File: config.mk
export PLATFORM = sky130hd
export DESIGN_NAME = sweep_param_regs
export DESIGN_NICKNAME = d
export VERILOG_FILES = /design/src/verilog/sweep_pkg.sv /design/src/verilog/interval_if.sv /design/src/verilog/interval_timer.sv /design/src/verilog/sweep_param_regs.sv
export SDC_FILE = /design/constraint.sdc
export NUM_CORES = 1
export LEC_CHECK = 0
export ABC_AREA = 1
export BUFFER_PORTS_ARGS = -buffer_cell sky130_fd_sc_hd__buf_2
export CAP_MARGIN = 0
export CORE_AREA = 2 2 197 199
export CTS_BUF_LIST = sky130_fd_sc_hd__clkbuf_2
export CTS_CLUSTER_SIZE = 24
export DETAILED_ROUTE_END_ITERATION = 16
export DIE_AREA = 0 0 199 201
export GPL_ROUTABILITY_DRIVEN = 0
export SLEW_MARGIN = 20
export SYNTH_ARGS = -nofsm -noshare
export SYNTH_HDL_FRONTEND = slang
export SYNTH_HIERARCHICAL = 1
export SYNTH_SLANG_ARGS = --single-unit
File: constraint.sdc
create_clock -name clk_in -period 3.82 [get_ports clk_in]
set_input_delay 0.573 -clock clk_in [delete_from_list [all_inputs] [get_ports clk_in]]
set_output_delay 0.573 -clock clk_in [all_outputs]
set_load 0.01 [all_outputs]
File: src/verilog/sweep_pkg.sv
// constants, register map and state codes of the sweep parameter block
// assumes a 16-bit configuration word port and one 100 MHz clock
package sweep_pkg;
    // widths of the stored fields
    localparam int FREQ_W    = 24;
    localparam int HALF_W    = 12;
    localparam int STEP_W    = 23;
    localparam int STEP_HI_W = 11;
    localparam int COUNT_W   = 12;
    localparam int INTV_W    = 11;
    localparam int WORD_W    = 16;
    localparam int ADDR_W    = 3;
    localparam int PRE_W     = 9;

    // register port addresses
    localparam logic [ADDR_W-1:0] ADDR_CONFIG  = 3'h0;
    localparam logic [ADDR_W-1:0] ADDR_CONTROL = 3'h1;
    localparam logic [ADDR_W-1:0] ADDR_STATUS  = 3'h2;
    localparam logic [ADDR_W-1:0] ADDR_FREQ_LO = 3'h3;
    localparam logic [ADDR_W-1:0] ADDR_FREQ_HI = 3'h4;

    // leading address bits of a configuration word
    localparam logic [3:0] CODE_START_LO = 4'hc;
    localparam logic [3:0] CODE_START_HI = 4'hd;
    localparam logic [3:0] CODE_STEP_LO  = 4'h2;
    localparam logic [3:0] CODE_STEP_HI  = 4'h3;
    localparam logic [3:0] CODE_COUNT    = 4'h1;
    localparam logic [1:0] CODE_INTERVAL = 2'h1;
    localparam logic [1:0] CODE_BURST    = 2'h2;

    // field positions inside a configuration word
    localparam int BIT_COUNT_BASE = 13;
    localparam int BIT_MULT_HI    = 12;
    localparam int BIT_MULT_LO    = 11;
    localparam int BIT_STEP_SIGN  = 11;

    // control register bits
    localparam int BIT_FULL_WIDTH = 11;
    localparam int BIT_CONTINUOUS = 7;
    localparam int BIT_TRIG_EXT   = 5;
    localparam logic [WORD_W-1:0] CONTROL_RESET = 16'h0080;
    localparam logic [WORD_W-1:0] CONTROL_MASK  = 16'h08a0;

    // time-base multiplier codes and prescaler terminal counts
    localparam logic [1:0] MULT_X1   = 2'h0;
    localparam logic [1:0] MULT_X5   = 2'h1;
    localparam logic [1:0] MULT_X100 = 2'h2;
    localparam logic [1:0] MULT_X500 = 2'h3;
    localparam logic [PRE_W-1:0] PRE_LAST_X1   = 9'h000;
    localparam logic [PRE_W-1:0] PRE_LAST_X5   = 9'h004;
    localparam logic [PRE_W-1:0] PRE_LAST_X100 = 9'h063;
    localparam logic [PRE_W-1:0] PRE_LAST_X500 = 9'h1f3;
    localparam logic [INTV_W-1:0] ELAPSED_MAX  = 11'h7ff;
    localparam logic [INTV_W:0]   ELAPSED_ONE  = 12'h001;

    typedef enum logic [2:0] {
        ST_IDLE = 3'b001,
        ST_RUN  = 3'b010,
        ST_DONE = 3'b100
    } sweep_state_t;
endpackage : sweep_pkg

File: src/verilog/interval_if.sv
// carrier between the sweep sequencer and its base-interval timer
// assumes both ends share clk_in
`timescale 1ns/1ps
`default_nettype none
interface interval_if;
    import sweep_pkg::*;
    logic              restart;
    logic              by_clock;
    logic [1:0]        mult_sel;
    logic              tick;
    logic [INTV_W-1:0] elapsed;
    modport seq   (output restart, output by_clock, output mult_sel,
                   input tick, input elapsed);
    modport timer (input restart, input by_clock, input mult_sel,
                   output tick, output elapsed);
endinterface : interval_if
`default_nettype wire

File: src/verilog/interval_timer.sv
// base-interval timer: makes base ticks and counts them since restart
// assumes cycle_pulse_in is a one-cycle pulse per output cycle, same clock
`timescale 1ns/1ps
`default_nettype none
module interval_timer
    import sweep_pkg::*;
(
    input  wire logic  clk_in,
    input  wire logic  rst_in,
    input  wire logic  cycle_pulse_in,
    interval_if.timer  tif
);
    logic [PRE_W-1:0]  pre_reg;
    logic [PRE_W-1:0]  pre_last;
    logic [INTV_W-1:0] elapsed_reg;
    logic              base_tick;

    // multiplier code to prescaler terminal count
    always_comb begin
        case (tif.mult_sel)
            MULT_X1:   pre_last = PRE_LAST_X1;
            MULT_X5:   pre_last = PRE_LAST_X5;
            MULT_X100: pre_last = PRE_LAST_X100;
            MULT_X500: pre_last = PRE_LAST_X500;
            default:   pre_last = PRE_LAST_X1;
        endcase
    end

    // base interval is either scaled clock or one output waveform cycle
    assign base_tick = tif.by_clock ? (pre_reg == pre_last)
                                    : cycle_pulse_in;

    // prescaler, restarted with the interval so phases line up
    always_ff @(posedge clk_in) begin
        if (rst_in || tif.restart || !tif.by_clock) begin
            pre_reg <= '0;
        end else if (pre_reg == pre_last) begin
            pre_reg <= '0;
        end else begin
            pre_reg <= pre_reg + 9'h001;
        end
    end

    // elapsed base intervals; saturates so an idle wait cannot wrap
    always_ff @(posedge clk_in) begin
        if (rst_in || tif.restart) begin
            elapsed_reg <= '0;
        end else if (base_tick && elapsed_reg != ELAPSED_MAX) begin
            elapsed_reg <= elapsed_reg + 11'h001;
        end
    end

    assign tif.tick    = base_tick; // ungated: restart is built from it
    assign tif.elapsed = elapsed_reg;
endmodule : interval_timer
`default_nettype wire

File: src/verilog/sweep_param_regs.sv
// sweep parameter registers and the sweep sequencer behind them
// assumes a one-cycle strobe register port, ctrl_pin_in asynchronous,
// cycle_pulse_in from the oscillator logic on clk_in
`timescale 1ns/1ps
`default_nettype none
module sweep_param_regs
    import sweep_pkg::*;
(
    input  wire logic              clk_in,
    input  wire logic              rst_in,
    input  wire logic [ADDR_W-1:0] addr_in,
    input  wire logic [WORD_W-1:0] wdata_in,
    input  wire logic              wr_in,
    input  wire logic              rd_in,
    output logic      [WORD_W-1:0] rdata_out,
    input  wire logic              ctrl_pin_in,
    input  wire logic              cycle_pulse_in,
    output logic      [FREQ_W-1:0] freq_word_out,
    output logic                   midscale_out,
    output logic                   sweep_active_out,
    output logic                   step_pulse_out
);
    interval_if tif ();

    // stored parameters
    logic [HALF_W-1:0]    start_lo_reg;
    logic [HALF_W-1:0]    start_hi_reg;
    logic [HALF_W-1:0]    pend_lo_reg;
    logic                 pend_valid_reg;
    logic [HALF_W-1:0]    step_lo_reg;
    logic [STEP_HI_W-1:0] step_hi_reg;
    logic                 step_neg_reg;
    logic [COUNT_W-1:0]   count_reg;
    logic [INTV_W-1:0]    intv_len_reg;
    logic                 intv_by_clock_reg;
    logic [1:0]           intv_mult_reg;
    logic [INTV_W-1:0]    burst_len_reg;
    logic [WORD_W-1:0]    control_reg;

    // parameters captured when a sweep starts
    logic [STEP_W-1:0]    run_step_reg;
    logic                 run_neg_reg;
    logic [COUNT_W-1:0]   run_count_reg;
    logic [INTV_W-1:0]    run_intv_reg;
    logic [INTV_W-1:0]    run_burst_reg;
    logic                 run_by_clock_reg;
    logic [1:0]           run_mult_reg;
    logic                 run_burst_mode_reg;
    logic                 run_trig_ext_reg;

    // sequencer state
    sweep_state_t         state_reg;
    logic [FREQ_W-1:0]    freq_reg;
    logic [COUNT_W-1:0]   steps_done_reg;
    logic                 ctrl_meta_reg;
    logic                 ctrl_sync_reg;
    logic                 ctrl_prev_reg;
    logic                 midscale_reg;
    logic                 step_pulse_reg;
    logic [WORD_W-1:0]    rdata_reg;

    // decode helpers
    logic                 cfg_wr;
    logic [3:0]           code4;
    logic [HALF_W-1:0]    data12;
    logic                 full_width;
    logic                 ctrl_rise;
    logic                 interval_end;
    logic                 step_event;
    logic                 start_event;
    logic                 last_step;
    logic [FREQ_W-1:0]    step_ext;
    logic [FREQ_W-1:0]    freq_next;
    logic                 midscale_next;

    assign cfg_wr     = wr_in && (addr_in == ADDR_CONFIG);
    assign code4      = wdata_in[WORD_W-1 -: 4];
    assign data12     = wdata_in[HALF_W-1:0];
    assign full_width = control_reg[BIT_FULL_WIDTH];

    // start frequency halves; full-width mode parks the low half until
    // the high half arrives so the running word never shows a mix
    always_ff @(posedge clk_in) begin
        if (rst_in) begin
            start_lo_reg   <= '0;
            start_hi_reg   <= '0;
            pend_lo_reg    <= '0;
            pend_valid_reg <= 1'b0;
        end else if (cfg_wr && code4 == CODE_START_LO) begin
            if (full_width) begin
                pend_lo_reg    <= data12;
                pend_valid_reg <= 1'b1;
            end else begin
                start_lo_reg   <= data12;
            end
        end else if (cfg_wr && code4 == CODE_START_HI) begin
            start_hi_reg <= data12;
            if (full_width && pend_valid_reg) begin
                start_lo_reg   <= pend_lo_reg;
                pend_valid_reg <= 1'b0;
            end
        end
    end

    // frequency step and its direction
    always_ff @(posedge clk_in) begin
        if (rst_in) begin
            step_lo_reg  <= '0;
            step_hi_reg  <= '0;
            step_neg_reg <= 1'b0;
        end else if (cfg_wr && code4 == CODE_STEP_LO) begin
            step_lo_reg  <= data12;
        end else if (cfg_wr && code4 == CODE_STEP_HI) begin
            step_hi_reg  <= wdata_in[STEP_HI_W-1:0];
            step_neg_reg <= wdata_in[BIT_STEP_SIGN];
        end
    end

    // step count, interval and burst length
    always_ff @(posedge clk_in) begin
        if (rst_in) begin
            count_reg         <= '0;
            intv_len_reg      <= '0;
            intv_by_clock_reg <= 1'b0;
            intv_mult_reg     <= MULT_X1;
            burst_len_reg     <= '0;
        end else if (cfg_wr && code4 == CODE_COUNT) begin
            count_reg <= data12;
        end else if (cfg_wr && wdata_in[WORD_W-1 -: 2] == CODE_INTERVAL)
        begin
            intv_by_clock_reg <= wdata_in[BIT_COUNT_BASE];
            intv_mult_reg <= wdata_in[BIT_MULT_HI:BIT_MULT_LO];
            intv_len_reg  <= wdata_in[INTV_W-1:0];
        end else if (cfg_wr && wdata_in[WORD_W-1 -: 2] == CODE_BURST) begin
            // base and multiplier bits of this word are not kept at all
            burst_len_reg <= wdata_in[INTV_W-1:0];
        end
    end

    // control register, own address
    always_ff @(posedge clk_in) begin
        if (rst_in) begin
            control_reg <= CONTROL_RESET;
        end else if (wr_in && addr_in == ADDR_CONTROL) begin
            control_reg <= wdata_in & CONTROL_MASK;
        end
    end

    // ctrl pin is asynchronous: two flops, then the edge detector
    always_ff @(posedge clk_in) begin
        if (rst_in) begin
            ctrl_meta_reg <= 1'b0;
            ctrl_sync_reg <= 1'b0;
            ctrl_prev_reg <= 1'b0;
        end else begin
            ctrl_meta_reg <= ctrl_pin_in;
            ctrl_sync_reg <= ctrl_meta_reg;
            ctrl_prev_reg <= ctrl_sync_reg;
        end
    end

    assign ctrl_rise = ctrl_sync_reg && !ctrl_prev_reg;

    // an interval ends on the tick that completes its last base interval
    assign interval_end = tif.tick &&
        (({1'b0, tif.elapsed} + ELAPSED_ONE) >= {1'b0, run_intv_reg});

    // edges restart in internal mode, step in external mode
    assign start_event = ctrl_rise &&
        ((state_reg != ST_RUN) || !run_trig_ext_reg);
    assign step_event  = (state_reg == ST_RUN) && !start_event &&
        (run_trig_ext_reg ? ctrl_rise : interval_end);
    assign last_step   = (steps_done_reg == run_count_reg);

    // signed step applied modulo the accumulator width
    assign step_ext  = {1'b0, run_step_reg};
    assign freq_next = run_neg_reg ? (freq_reg - step_ext)
                                   : (freq_reg + step_ext);

    // timer follows the captured interval settings
    assign tif.restart  = start_event || step_event;
    assign tif.by_clock = run_by_clock_reg;
    assign tif.mult_sel = run_mult_reg;

    interval_timer u_timer (
        .clk_in         (clk_in),
        .rst_in         (rst_in),
        .cycle_pulse_in (cycle_pulse_in),
        .tif            (tif)
    );

    // capture parameters at start so mid-sweep writes wait for the next
    always_ff @(posedge clk_in) begin
        if (rst_in) begin
            run_step_reg       <= '0;
            run_neg_reg        <= 1'b0;
            run_count_reg      <= '0;
            run_intv_reg       <= '0;
            run_burst_reg      <= '0;
            run_by_clock_reg   <= 1'b0;
            run_mult_reg       <= MULT_X1;
            run_burst_mode_reg <= 1'b0;
            run_trig_ext_reg   <= 1'b0;
        end else if (start_event) begin
            run_step_reg       <= {step_hi_reg, step_lo_reg};
            run_neg_reg        <= step_neg_reg;
            run_count_reg      <= count_reg;
            run_intv_reg       <= intv_len_reg;
            run_burst_reg      <= burst_len_reg;
            run_by_clock_reg   <= intv_by_clock_reg;
            run_mult_reg       <= intv_mult_reg;
            run_burst_mode_reg <= !control_reg[BIT_CONTINUOUS];
            run_trig_ext_reg   <= control_reg[BIT_TRIG_EXT];
        end
    end

    // sequencer: start frequency, then count steps up to the step count
    always_ff @(posedge clk_in) begin
        if (rst_in) begin
            state_reg      <= ST_IDLE;
            freq_reg       <= '0;
            steps_done_reg <= '0;
        end else begin
            case (state_reg)
                ST_IDLE, ST_DONE: begin
                    if (start_event) begin
                        state_reg      <= ST_RUN;
                        freq_reg <= {start_hi_reg, start_lo_reg};
                        steps_done_reg <= '0;
                    end
                end
                ST_RUN: begin
                    if (start_event) begin
                        freq_reg <= {start_hi_reg, start_lo_reg};
                        steps_done_reg <= '0;
                    end else if (step_event) begin
                        if (last_step) begin
                            state_reg <= ST_DONE;
                        end else begin
                            freq_reg <= freq_next;
                            steps_done_reg <= steps_done_reg + 12'h001;
                        end
                    end
                end
                default: begin
                    state_reg <= ST_IDLE;
                end
            endcase
        end
    end

    // burst window: output until burst length, then midscale; outside a
    // sweep the output also rests at midscale
    assign midscale_next = (state_reg != ST_RUN) ||
        (run_burst_mode_reg && (tif.elapsed >= run_burst_reg));

    // registered data outputs, one cycle behind the sequencer
    always_ff @(posedge clk_in) begin
        if (rst_in) begin
            midscale_reg   <= 1'b1;
            step_pulse_reg <= 1'b0;
        end else begin
            midscale_reg   <= midscale_next;
            step_pulse_reg <= step_event && !last_step;
        end
    end

    // read port; unmapped and write-only addresses read zero
    always_ff @(posedge clk_in) begin
        if (rst_in) begin
            rdata_reg <= '0;
        end else if (rd_in) begin
            case (addr_in)
                ADDR_CONTROL: rdata_reg <= control_reg;
                ADDR_STATUS:  rdata_reg <= {state_reg == ST_RUN,
                                            state_reg == ST_DONE,
                                            midscale_reg,
                                            pend_valid_reg,
                                            steps_done_reg};
                ADDR_FREQ_LO: rdata_reg <= freq_reg[WORD_W-1:0];
                ADDR_FREQ_HI: rdata_reg <= {8'h00,
                                            freq_reg[FREQ_W-1:WORD_W]};
                default:      rdata_reg <= '0;
            endcase
        end else begin
            rdata_reg <= '0;
        end
    end

    assign rdata_out        = rdata_reg;
    assign freq_word_out    = freq_reg;
    assign midscale_out     = midscale_reg;
    assign sweep_active_out = (state_reg == ST_RUN);
    assign step_pulse_out   = step_pulse_reg;
endmodule : sweep_param_regs
`default_nettype wire

[Yosys cells after proc, flatten, opt, wreduce, memory -nomap -nowiden]
Cells that the tools add are included.
Operators by class
  bitwise operators: 5
  order comparisons: 2
  $add $sub $neg: 6
  equal/unequal tests: 29
  reductions and logical operators: 46
  mux-type cells: 28
Operators by type and width (count)
  2-to-1 mux 24 bit: 5
  2-to-1 mux 12 bit: 8
  case mux 16 bit (4 select lines): 1
  case mux 24 bit (2 select lines): 1
  case mux 9 bit (4 select lines): 1
  adder 24 x 23 -> 24 bit: 1
  case mux 12 bit (2 select lines): 1
  subtractor 24 x 23 -> 24 bit: 1
  logical AND 1 bit: 18
  adder 11 x 1 -> 12 bit (second input constant): 1
  adder 12 x 1 -> 12 bit (second input constant): 1
  == test 12 bit: 1
  greater-or-equal comparator 12 x 11 -> 1 bit: 1
  2-to-1 mux 3 bit: 4
  adder 11 x 1 -> 11 bit (second input constant): 1
  greater-or-equal comparator 11 bit: 1
  inequality test 11 bit (second input constant): 1
  adder 9 x 1 -> 9 bit (second input constant): 1
  == test 3 x 2 -> 1 bit (second input constant): 3
  == test 9 bit: 1
  AND reduction 3 bit: 3
  == test 4 x 2 -> 1 bit (second input constant): 2
  == test 4 bit (second input constant): 2
  inequality test 2 bit (second input constant): 4
  other kinds (20): 52
Word-level totals
  register bits: 244
  input port bits: 25
  output and inout bits: 43
  word-level logic and storage cells: 149

[Logic depth before layout (Yosys ltp)]
Gate-level depths: netlist of the first run.
  word-level depth: 11
  depth in mapped cells: 27
  depth with buffers taken out: 27

[By module]
Netlist of the first run, hierarchy kept.
By module, submodules not included
  sweep_param_regs: area an instance 11623.6 µm², times used 1, seq. area each 4484.3 µm², cells an instance 1646
  interval_timer: area an instance 1138.6 µm², times used 1, seq. area each 400.4 µm², cells an instance 168

[Worst setup path after synthesis of the first run]
OpenSTA, ideal clock, no wires.
  path kind: register -> register
  from: reg run_step_reg[1]
  to: reg freq_reg[21], in the netlist freq_word_out[21]
  data arrival time: 2.917 ns
  setup time: 0.070 ns
  stages on the path, launching flop included: 26
  setup slack: 0.833 ns
  period minus slack after synthesis: 2.987 ns
  path buffers: 0
  cell sequence: dfxtp_1 -> inv_1 -> ha_1 -> inv_1 -> nor2_1 -> nand2_1 -> nor3_1 -> nand2_1 -> nor3_1 -> nand2_1 -> nand2_1 -> o21ai_0 -> nor2_1 -> nand2_1 -> xor2_1 -> ha_1 -> nand2_1 -> nor2_1 -> nand2_1 -> nor2_1 -> nand2_1 -> nand3_1 -> nand2_1 -> nand3_1 -> nand4_1 -> a21oi_1
Between the ends
  word-level cells in the longest chain between the ends: 6
  elaborated cells between the ends (all ways): 7
  those cells by class: add/sub (2); mux (5)
RTL lines
  from (decl): RTL line sweep_param_regs.sv:41  | logic [STEP_W-1:0] run_step_reg;
  from (signal assigned): RTL line sweep_param_regs.sv:205  | run_step_reg <= {step_hi_reg, step_lo_reg};
  adder 24 x 23 -> 24 bit / subtractor 24 x 23 -> 24 bit (equally long branches): RTL line sweep_param_regs.sv:178, sweep_param_regs.sv:177
  2-to-1 mux 24 bit (*): RTL line sweep_param_regs.sv:177  | assign freq_next = run_neg_reg ? (freq_reg - step_ext)
  2-to-1 mux 24 bit (*): RTL line sweep_param_regs.sv:237  | if (last_step) begin
  2-to-1 mux 24 bit (*): RTL line sweep_param_regs.sv:236  | end else if (step_event) begin
  2-to-1 mux 24 bit (*): RTL line sweep_param_regs.sv:233  | if (start_event) begin
  case mux 24 bit (2 select lines) (*): RTL line sweep_param_regs.sv:224  | case (state_reg)
  to (signal assigned): RTL line sweep_param_regs.sv:228  | freq_reg <= {start_hi_reg, start_lo_reg};
  to (signal assigned): RTL line sweep_param_regs.sv:234  | freq_reg <= {start_hi_reg, start_lo_reg};
  to (signal assigned): RTL line sweep_param_regs.sv:240  | freq_reg <= freq_next;
  to (decl): RTL line sweep_param_regs.sv:53  | logic [FREQ_W-1:0] freq_reg;
Mark *: on every way between the ends. The rest lies on a longest branch, timed or not. The select of a mux whose other input is x is not followed.
A chain may end at the register's enable or synchronous reset.

[Final worst setup path of the first run]
  from: reg run_step_reg[0]
  to: reg freq_reg[18], in the netlist freq_word_out[18]
The elaborated chain is that of the path after synthesis.

==> impl_metrics.ini, run 1 <==
[place]
io_buffers = 67
place_inst = 2344
dp_hpwl_um = 28100

[critical_path]
cp.arrival_ns = 4.20
cp.required_ns = 4.65
cp-start-kind = register
end_kind = register
r2r-start = run_step_reg[0]
crit_type = reg2reg
crit_path_start = run_step_reg[0]
crit_fanout = 5

[synthesis]
synth_area_um2 = 12800
async_reset_ff_share_pct = 0
yosys_warnings = 6
syn_inst = 1814
synthDistinctLibCells = 51
synth_nets = 1890
ys_ff_latch = 244
ys_seq_area_share_pct = 38.3
ys.flop_type = dfxtp_1
syn_avg_cell_area_um2 = 7.04
synth_edf_count = 0

[timing]
clock_skew_ns = 0.0808
finalHoldViolCount = 0
clock.fmax_mhz = 297
tightest_slew_ns = 1.10
relSlewSlack_pct = 26.2
finalCriticalPeriod_ns = 3.37
timing.final.crit_share_pct = 88.1
slew_viol_final = 0
setup_viol = 0
fin_tns_setup_ns = 0
grt_setup_unrepaired = false

[clock_tree]
cts_sinks = 244
clock_path_buffers = 3
cts_buffers = 68
cts_tree = built
root_buffer = clkbuf_2
cts_max_level = 3
path_clk_slew_ns = 0.11
post_cts_buffers = 0
clkLatencyLatePin_ns = 0.91

[job]
max-cap-violations = 0

[routing]
drc = 0
vias_per_cell = 5.02
wl_per_cell_um = 15.9
dr_wl_met3_um = 2260
postRouteAntennaNets = 0
routed-wl-met2_um = 17800
vias = 12413
firstDrtPassIters = 5
drt-met1-wl_um = 17900
routed_wl_um = 39300
dr.max_layer_used = met4
drt_iter0_drc = 899

[finish]
multi_input_area_um2 = 6760
largest_reg_flops = 24
final_util_pct = 37.7
area_delta_synth_final_pct = 12.4
final_nets = 1988
fillers = 4089
regArea_um2 = 4880
final_cells = 2472
drive_gt1_share_pct = 12.7

[grt]
grtUsageTotal_pct = 19.8
grt.overflow.total = 0
antenna_found_initial = 1
grt_first_pass_wirelength_um = 61800
grt_max_degree = 84
grt_pass1_vias = 11614

[floorplanning]
die_x_um = 199
num_rows = 72
die-area_um2 = 40000
io_pins = 68
fp.dieH_um = 201
coreArea_um2 = 38100
start_util_pct = 33.5

[power_and_ir_drop]
intPower_mw = 3.86
p_clk_share_pct = 31.5
leakagePower_nw = 6.25
seqPwrFrac_pct = 45.3
power.share.switching_pct = 36.0
ir_drop_mv = 0.165
power_mw = 6.03
p_sw_mw = 2.17
power.share.combinational_pct = 23.1
power_per_cell_area_nw_per_um2 = 420

[worst_hold_path]
min_path_type = in2reg
min_from = cycle_pulse_in

[outcome]
status = completed
==> per-layer routing <==
layer | track usage, % | up-vias
li1 | - | 6193
met1 | 26.2 | 5781
met2 | 31.5 | 348
met3 | 3.65 | 91
met4 | 8.05 | 0
met5 | 0 | -
==> placed cells by master, fill, tap and decap left out, drive strengths merged <==
cell and count:
xnor2 21, nand2 299, a211oi 24, nor2 266
o22ai 2, clkinv 15, a31oi 1, o21ai 157
and2 1, o211ai 3, o31ai 1, nand3 107
inv 211, nor3 29, or2 15, a221oi 8
diode 1, buf 90, a21boi 2, fa 1
nor3b 1, a21o 1, dlygate4sd3 16, nor4 4
xor2 38, bufinv 2, dfxtp 244, clkbuf 93
ha 50, a22oi 10, a41oi 1, o21bai 3
o21a 3, nand4 29, nand3b 2, a21oi 203
==> Yosys cell counts (4+ instances only) <==
| master | number | area [um^2] |
|---|---|---|
| nor2_2 | 5 | 31.3 |
| buf_4 | 4 | 30.0 |
| a21oi_1 | 202 | 1010 |
| dfxtp_1 | 244 | 4880 |
| a22oi_1 | 10 | 75.1 |
| buf_2 | 18 | 90.1 |
| xor2_1 | 38 | 333 |
| nand3_1 | 105 | 526 |
| nor3_1 | 23 | 115 |
| inv_1 | 199 | 747 |
| a221oi_1 | 8 | 70.1 |
| o21ai_0 | 145 | 726 |
| nor2_1 | 260 | 976 |
| nand2_1 | 293 | 1100 |
| nand4_1 | 27 | 169 |
| ha_1 | 50 | 626 |
| buf_6 | 6 | 67.6 |
| inv_2 | 11 | 41.3 |
| nor3_2 | 4 | 40.0 |
| a211oi_1 | 24 | 180 |
| o21ai_1 | 12 | 60.1 |
| clkbuf_1 | 48 | 180 |
| or2_2 | 15 | 93.8 |
| xnor2_1 | 21 | 184 |
==> critical path, cell delays in order (launching register included) <==
cell,delay [ns]
dfxtp_1,0.34
inv_1,0.09
ha_1,0.15
inv_1,0.05
nor2_1,0.12
nand2_1,0.10
nor3_2,0.14
nand2_1,0.11
nor3_2,0.13
nand2_1,0.09
nand2_1,0.09
o21ai_0,0.14
xnor2_1,0.15
ha_1,0.38
nand2_1,0.12
nor2_1,0.24
inv_1,0.08
nor2_1,0.14
nand4_1,0.18
nand3_1,0.13
nand2_1,0.05
nand3_1,0.09
nand4_1,0.10
a21oi_1,0.14
==> logic make-up (layout without fill, tap and decap cells) <==
family	Yosys count	count (layout)	synth area share (%)
AOI/OAI and AO/OA	419	419	17.7
DFF	244	244	38.3
buffers and inverters	288	427	9.25
adders and majority gates	51	51	5.06
other	0	1	0
xor gates and xnor gates	59	59	4.05
and+or+nand+nor	753	753	25.7
==> worst paths after layout <==
check	endpoint	depth (start not counted)	slack, ns
worst max register to register	freq_word_out[18]	23	0.45
worst max-delay path	freq_word_out[18]	23	0.45
worst min register to register	ctrl_sync_reg	2	0.41
worst min-delay path	u_timer/tif.elapsed[7]	5	0.11
==> through the flow <==
| step | area [um^2] | setup WS, ns | hold WS [ns] |
|---|---|---|---|
| floorplan | 12800 | 0.833 | 0.388 |
| global route | 14300 | 0.0526 | 0.152 |
| detailed placement | 13600 | 0.394 | 0.396 |
| finish | 14300 | 0.453 | 0.112 |
| global placement | 13600 | 0.452 | 0.393 |
| CTS | 14300 | 0.352 | 0.0252 |
==> power groups by stage <==
| stage | Sequential (mW) | Combinational (mW) | Clock [mW] |
|---|---|---|---|
| after detailed placement | 2.79 | 1.35 | 0 |
| after global routing | 2.74 | 1.56 | 2.08 |
| after CTS | 2.73 | 1.37 | 1.96 |
| final | 2.73 | 1.39 | 1.90 |
| after global placement | 2.79 | 1.34 | 0 |
| after floorplan | 2.76 | 0.976 | 0 |
==> area by class of cell <==
type / instances / share of cell area (%)
multi-input combinational: 1282 / 47.1
sequential: 244 / 34.0
inverter: 210 / 5.50
timing repair buffer: 106 / 4.74
tap: 518 / 4.52
clock buffer: 93 / 3.24
clock inverter: 18 / 0.846
antenna: 1 / 0.0174
==> repair_timing <==
action / 4_1_cts / 5_1_grt
setup endpoints to repair: 0 / 8
hold buffers: 16 / 0
resized for setup: 0 / 7
hold endpoints to repair: 22 / 0
(Power assumes the default switching activity.)
==> run 2: changes to the inputs <==
==> constraint.sdc (replaced) <==
create_clock -name clk_in -period 3.5 [get_ports clk_in]
set_input_delay 0.175 -clock clk_in [delete_from_list [all_inputs] [get_ports clk_in]]
set_output_delay 0.175 -clock clk_in [all_outputs]
set_load 0.01 [all_outputs]
==> impl_metrics.ini, run 2 (same netlist as run 1, synthesis figures left out) <==
[routing]
drc = 0
wl_per_cell_um = 15.9
vias_per_cell = 4.99
firstDrtPassIters = 6
postRouteAntennaNets = 0
vias = 12606
drt_iter0_drc = 1014
routed_wl_um = 40200

[timing]
tightest_slew_ns = 1.01
timing.final.crit_share_pct = 94.2
grt_setup_unrepaired = true
clock_skew_ns = 0.101
relSlewSlack_pct = 32.5
finalCriticalPeriod_ns = 3.30
clock.fmax_mhz = 303
finalHoldViolCount = 0
setup_viol = 0
slew_viol_final = 0

[critical_path]
crit_type = reg2reg
r2r_end = freq_word_out[21]
cp.arrival_ns = 4.08
reg2reg_depth = 23
end_kind = register
cp.required_ns = 4.28
cp-start-kind = register
crit_fanout = 4
worst-r2r-setup-slack_ns = 0.20
r2r-start = run_step_reg[0]

[finish]
drive_gt1_share_pct = 14.7
fillers = 4023
final_nets = 2038
multi_input_area_um2 = 6860
layout_commonest_cell = nand2_1
final_util_pct = 39.3
largest_reg_flops = 24
final_cell_mix = nand2_1, nor2_1, dfxtp_1, a21oi_1, inv_1
regArea_um2 = 4890
final_cells = 2527
area_delta_synth_final_pct = 17.3

[floorplanning]
coreArea_um2 = 38100
num_rows = 72
io_pins = 68
start_util_pct = 33.5
fp.dieH_um = 201
die-area_um2 = 40000
die_x_um = 199

[grt]
grt.overflow.total = 0
grt_max_degree = 80
grt_pass1_vias = 11932
grt_first_pass_wirelength_um = 62800
antenna_found_initial = 2
grtUsageTotal_pct = 20.1

[power_and_ir_drop]
power_per_cell_area_nw_per_um2 = 448
ir_drop_mv = 0.212
leakagePower_nw = 6.51

[worst_hold_path]
whs_path_depth = 4
min_from = wdata_in[8]
whs_endpoint = pend_lo_reg[8]
min_path_type = in2reg

[clock_tree]
clock_path_buffers = 3
cts_sinks = 244
path_clk_slew_ns = 0.10
root_buffer = clkbuf_2
clkLatencyLatePin_ns = 0.91
cts_max_level = 3
cts_tree = built
cts_buffers = 69

[place]
io_buffers = 67
place_inst = 2347
dp_hpwl_um = 28200

[outcome]
status = completed

[job]
max-cap-violations = 0
==> run 2: how the worst max path moves through the flow <==
stage                    startpoint           endpoint  slack (ns)  cells past startpoint
global route        run_step_reg[0]  freq_word_out[23]       -0.10                     26
global placement    run_step_reg[0]  freq_word_out[13]        0.14                     21
detailed placement  run_step_reg[0]  freq_word_out[23]        0.05                     26
finish              run_step_reg[0]  freq_word_out[21]        0.20                     23
CTS                 run_step_reg[0]  freq_word_out[23]        0.07                     24
floorplan           run_step_reg[1]  freq_word_out[21]        0.51                     25
==> run 2: timing repair <==
action / in CTS / in global routing
setup endpoints to repair: 3 / 17
pin swaps: 0 / 36
gates resized for setup: 1 / 48
hold endpoints to repair: 136 / 0
buffers inserted: 0 / 6
hold buffers: 55 / 0
==> run 2: metal layers <==
| metal | GRT usage (%) | wire (um) |
|---|---|---|
| met1 | 26.1 | 17700 |
| met5 | 0 | 0 |
| met3 | 4.28 | 2570 |
| met2 | 31.9 | 18500 |
| met4 | 9.06 | 1320 |
==> run 2: where the power goes <==
group | switching [mW] | total, mW | internal [mW]
sequential | 0.115 | 2.99 | 2.87
combinational | 1.07 | 1.61 | 0.537
clock | 1.22 | 2.11 | 0.895
total | 2.40 | 6.71 | 4.30
==> run 2: per-stage QoR <==
| stage | cell area, um^2 | hold WS [ns] | power [mW] | setup TNS [ns] | worst slack, ns |
|---|---|---|---|---|---|
| global route | 15000 | 0.154 | 7.11 | -0.315 | -0.105 |
| CTS | 14800 | 0.116 | 6.69 | 0 | 0.0745 |
| global placement | 13600 | 0.393 | 4.53 | 0 | 0.142 |
| floorplan | 12800 | 0.282 | 4.08 | 0 | 0.513 |
| detailed placement | 13600 | 0.393 | 4.53 | 0 | 0.0505 |
| finish | 15000 | 0.219 | 6.71 | 0 | 0.202 |
==> run 2: layout make-up <==
| class | count | area share, % |
|---|---|---|
| Timing Repair Buffer | 155 | 7.85 |
| Multi-Input combinational cell | 1282 | 45.8 |
| Sequential cell | 244 | 32.6 |
| Clock inverter | 17 | 0.785 |
| Clock buffer | 99 | 3.31 |
| Tap cell | 518 | 4.33 |
| Inverter | 210 | 5.27 |
| Antenna cell | 2 | 0.0334 |
==> run 2: critical path: stages, from the launching register on <==
cell,delay (ns)
dfxtp_2,0.34
inv_2,0.08
ha_4,0.13
inv_2,0.04
nor2_4,0.10
nand2_2,0.08
nor3_4,0.17
nand2_1,0.10
nor3_2,0.20
nand2_1,0.10
nand2_2,0.09
o21ai_2,0.08
nor2_2,0.15
nand2_1,0.08
xor2_1,0.14
ha_1,0.37
nand2_2,0.13
o21ai_0,0.31
a21oi_2,0.08
nand3_1,0.11
nand2_1,0.05
nand3_1,0.06
nand4_1,0.09
a21oi_1,0.14
==> run 3: changes to the inputs <==
--- a/config.mk
+++ b/config.mk
@@ -8,12 +8,14 @@
 export ABC_AREA = 1
 export BUFFER_PORTS_ARGS = -buffer_cell sky130_fd_sc_hd__buf_2
 export CAP_MARGIN = 0
-export CORE_AREA = 2 2 197 199
+export CORE_AREA = 2 2 194 196
 export CTS_BUF_LIST = sky130_fd_sc_hd__clkbuf_2
 export CTS_CLUSTER_SIZE = 24
 export DETAILED_ROUTE_END_ITERATION = 16
-export DIE_AREA = 0 0 199 201
+export DIE_AREA = 0 0 196 198
 export GPL_ROUTABILITY_DRIVEN = 0
+export RECOVER_POWER = 25
+export SETUP_SLACK_MARGIN = 0.4
 export SLEW_MARGIN = 20
 export SYNTH_ARGS = -nofsm -noshare
 export SYNTH_HDL_FRONTEND = slang
==> impl_metrics.ini, run 3 (same netlist as run 1, synthesis figures left out) <==
[outcome]
status = complete, but fails checks
violations = capacitance limit, slew limit

[critical_path]
cp_num_cells = 24
r2r_end = freq_word_out[20]
cpMaxStageDelayCell = dfxtp_2
cp.arrival_ns = 3.89
worst-r2r-setup-slack_ns = 0.34
crit_type = reg2reg
cp.required_ns = 4.23
crit_family = simple AND/OR/NAND/NOR gates
reg2reg_depth = 24
end_kind = register
cp-start-kind = register
crit_path_start = run_step_reg[1]
r2r-start = run_step_reg[1]
path_buf_inv = 4
max_stage_delay_ns = 0.33
path_cells = inv_2 > ha_4 > inv_2 > nor2_4 > nand2_2 > nor3_2 > nand2_1 > nor3_2 > nand2_1 > nand2_2 > o21ai_4 > nor2_4 > xor2_1 > ha_1 > buf_6 > nand2_4 > nor2_4 > buf_4 > a21oi_1 > nand3_1 > nand2_1 > nand3_1 > nand4_1 > a21oi_1
crit_fanout = 4

[grt]
antenna_found_initial = 1
grt_pass1_vias = 12167
grtUsageTotal_pct = 20.9
grt_max_degree = 82
grt.overflow.total = 0
grt_first_pass_wirelength_um = 63800

[worst_hold_path]
min_path_type = in2reg
min_from = wdata_in[12]
whs_path_depth = 4
whs_endpoint = intv_mult_reg[1]

[power_and_ir_drop]
p_clk_share_pct = 31.1
leakagePower_nw = 6.62
ir_drop_mv = 0.202
intPower_mw = 4.45
p_sw_mw = 2.58
seqPwrFrac_pct = 42.5
power.share.switching_pct = 36.7
power_per_cell_area_nw_per_um2 = 455
power.share.combinational_pct = 26.4
power_mw = 7.03

[routing]
postRouteAntennaNets = 0
vias = 12954
routed_wl_um = 41300
wl_per_cell_um = 16.4
drt_iter0_drc = 870
vias_per_cell = 5.15
firstDrtPassIters = 8
drc = 0

[floorplanning]
start_util_pct = 34.5
io_pins = 68
fp.dieH_um = 198
die-area_um2 = 38800
coreArea_um2 = 37000
num_rows = 71
die_x_um = 196

[timing]
clock.fmax_mhz = 317
timing.final.crit_share_pct = 90.3
finalCriticalPeriod_ns = 3.16
relSlewSlack_pct = -6.21
grt_setup_unrepaired = true
timing.hold.ws_ns = 0.148
slew_viol_final = 66
fin_tns_setup_ns = 0
tightest_slew_ns = 1.59
setup_viol = 0
finalHoldViolCount = 0
clock_skew_ns = 0.103

[clock_tree]
cts_tree = built
cts_buffers = 70
cts_sinks = 244
clock_path_buffers = 3
cts_max_level = 3
path_clk_slew_ns = 0.09
root_buffer = clkbuf_2
clkLatencyLatePin_ns = 0.91

[place]
dp_hpwl_um = 28200
io_buffers = 67

[finish]
final_cell_mix = nand2_1, nor2_1, dfxtp_1, a21oi_1, inv_1
area_delta_synth_final_pct = 21.2
multi_input_area_um2 = 7210
final_nets = 2061
layout_commonest_cell = nand2_1
fillers = 3861
final_util_pct = 41.8
drive_gt1_share_pct = 17.1
regArea_um2 = 4890
largest_reg_flops = 24

[job]
max-cap-violations = 1
run 3: cell types whose count changed in the layout (fill, tap and decap cells not counted), moves of 10 or more:
cell	before	now
buf_2	67	37
buf_4	29	43
clkbuf_1	0	33
clkbuf_2	99	114
nand2_1	283	271
nor2_1	250	240
run 3: metrics by stage:
step	instance area, um^2	cells	setup slack, ns
CTS	15000	2499	0.254
global placement	13600	2305	0.168
global route	15500	2513	0.0759
floorplan	12800	1814	0.513
finish	15500	2513	0.341
detailed placement	13600	2305	0.0546
run 3: layout make-up:
| class | count | share of cell area, % |
|---|---|---|
| clock buffers | 113 | 3.66 |
| flip-flops and latches | 244 | 31.6 |
| diodes | 1 | 0.0162 |
| inverters | 210 | 5.12 |
| repair buffers | 177 | 8.58 |
| well taps | 474 | 3.84 |
| multi-input cells | 1282 | 46.7 |
| clock inverters | 12 | 0.502 |
run 3: worst max path at each step:
stage	end	slack, ns
CTS	freq_word_out[23]	0.25
detailed placement	freq_word_out[23]	0.05
finish	freq_word_out[20]	0.34
floorplan	freq_word_out[21]	0.51
global placement	freq_word_out[23]	0.17
global route	freq_word_out[20]	0.08
run 3: layer usage:
layer  wire, um  vias up  part of all wire, %  GRT usage [%]
met2      19200      452                   47           34.6
met4       1450        0                  3.5           9.01
met1      17700     6059                   43           26.2
li1           -     6346                    -              -
met3       2910       97                  7.1           4.72
met5          0        -                    0              0
run 3: tightest hold or removal path: cells and delay by family:
kind / cells / cell delay, ns
buf+inv: 2 / 0.66
compound gates: 2 / 0.18
run 3: what timing repair did:
action	4_1_cts	5_1_grt
pin swaps	41	57
setup buffers	14	11
hold endpoints to repair	154	0
endpoints found under the setup margin	19	58
hold buffers	55	0
cloned	0	2
resized for setup	33	107
run 3: power groups by stage:
stage	registers, mW	logic [mW]	clock network [mW]
after floorplan	3.02	1.07	0
after global placement	3.04	1.49	0
after detailed placement	3.04	1.49	0
after CTS	2.98	1.61	2.26
after global routing	3.00	2.04	2.41
final	2.99	1.86	2.19
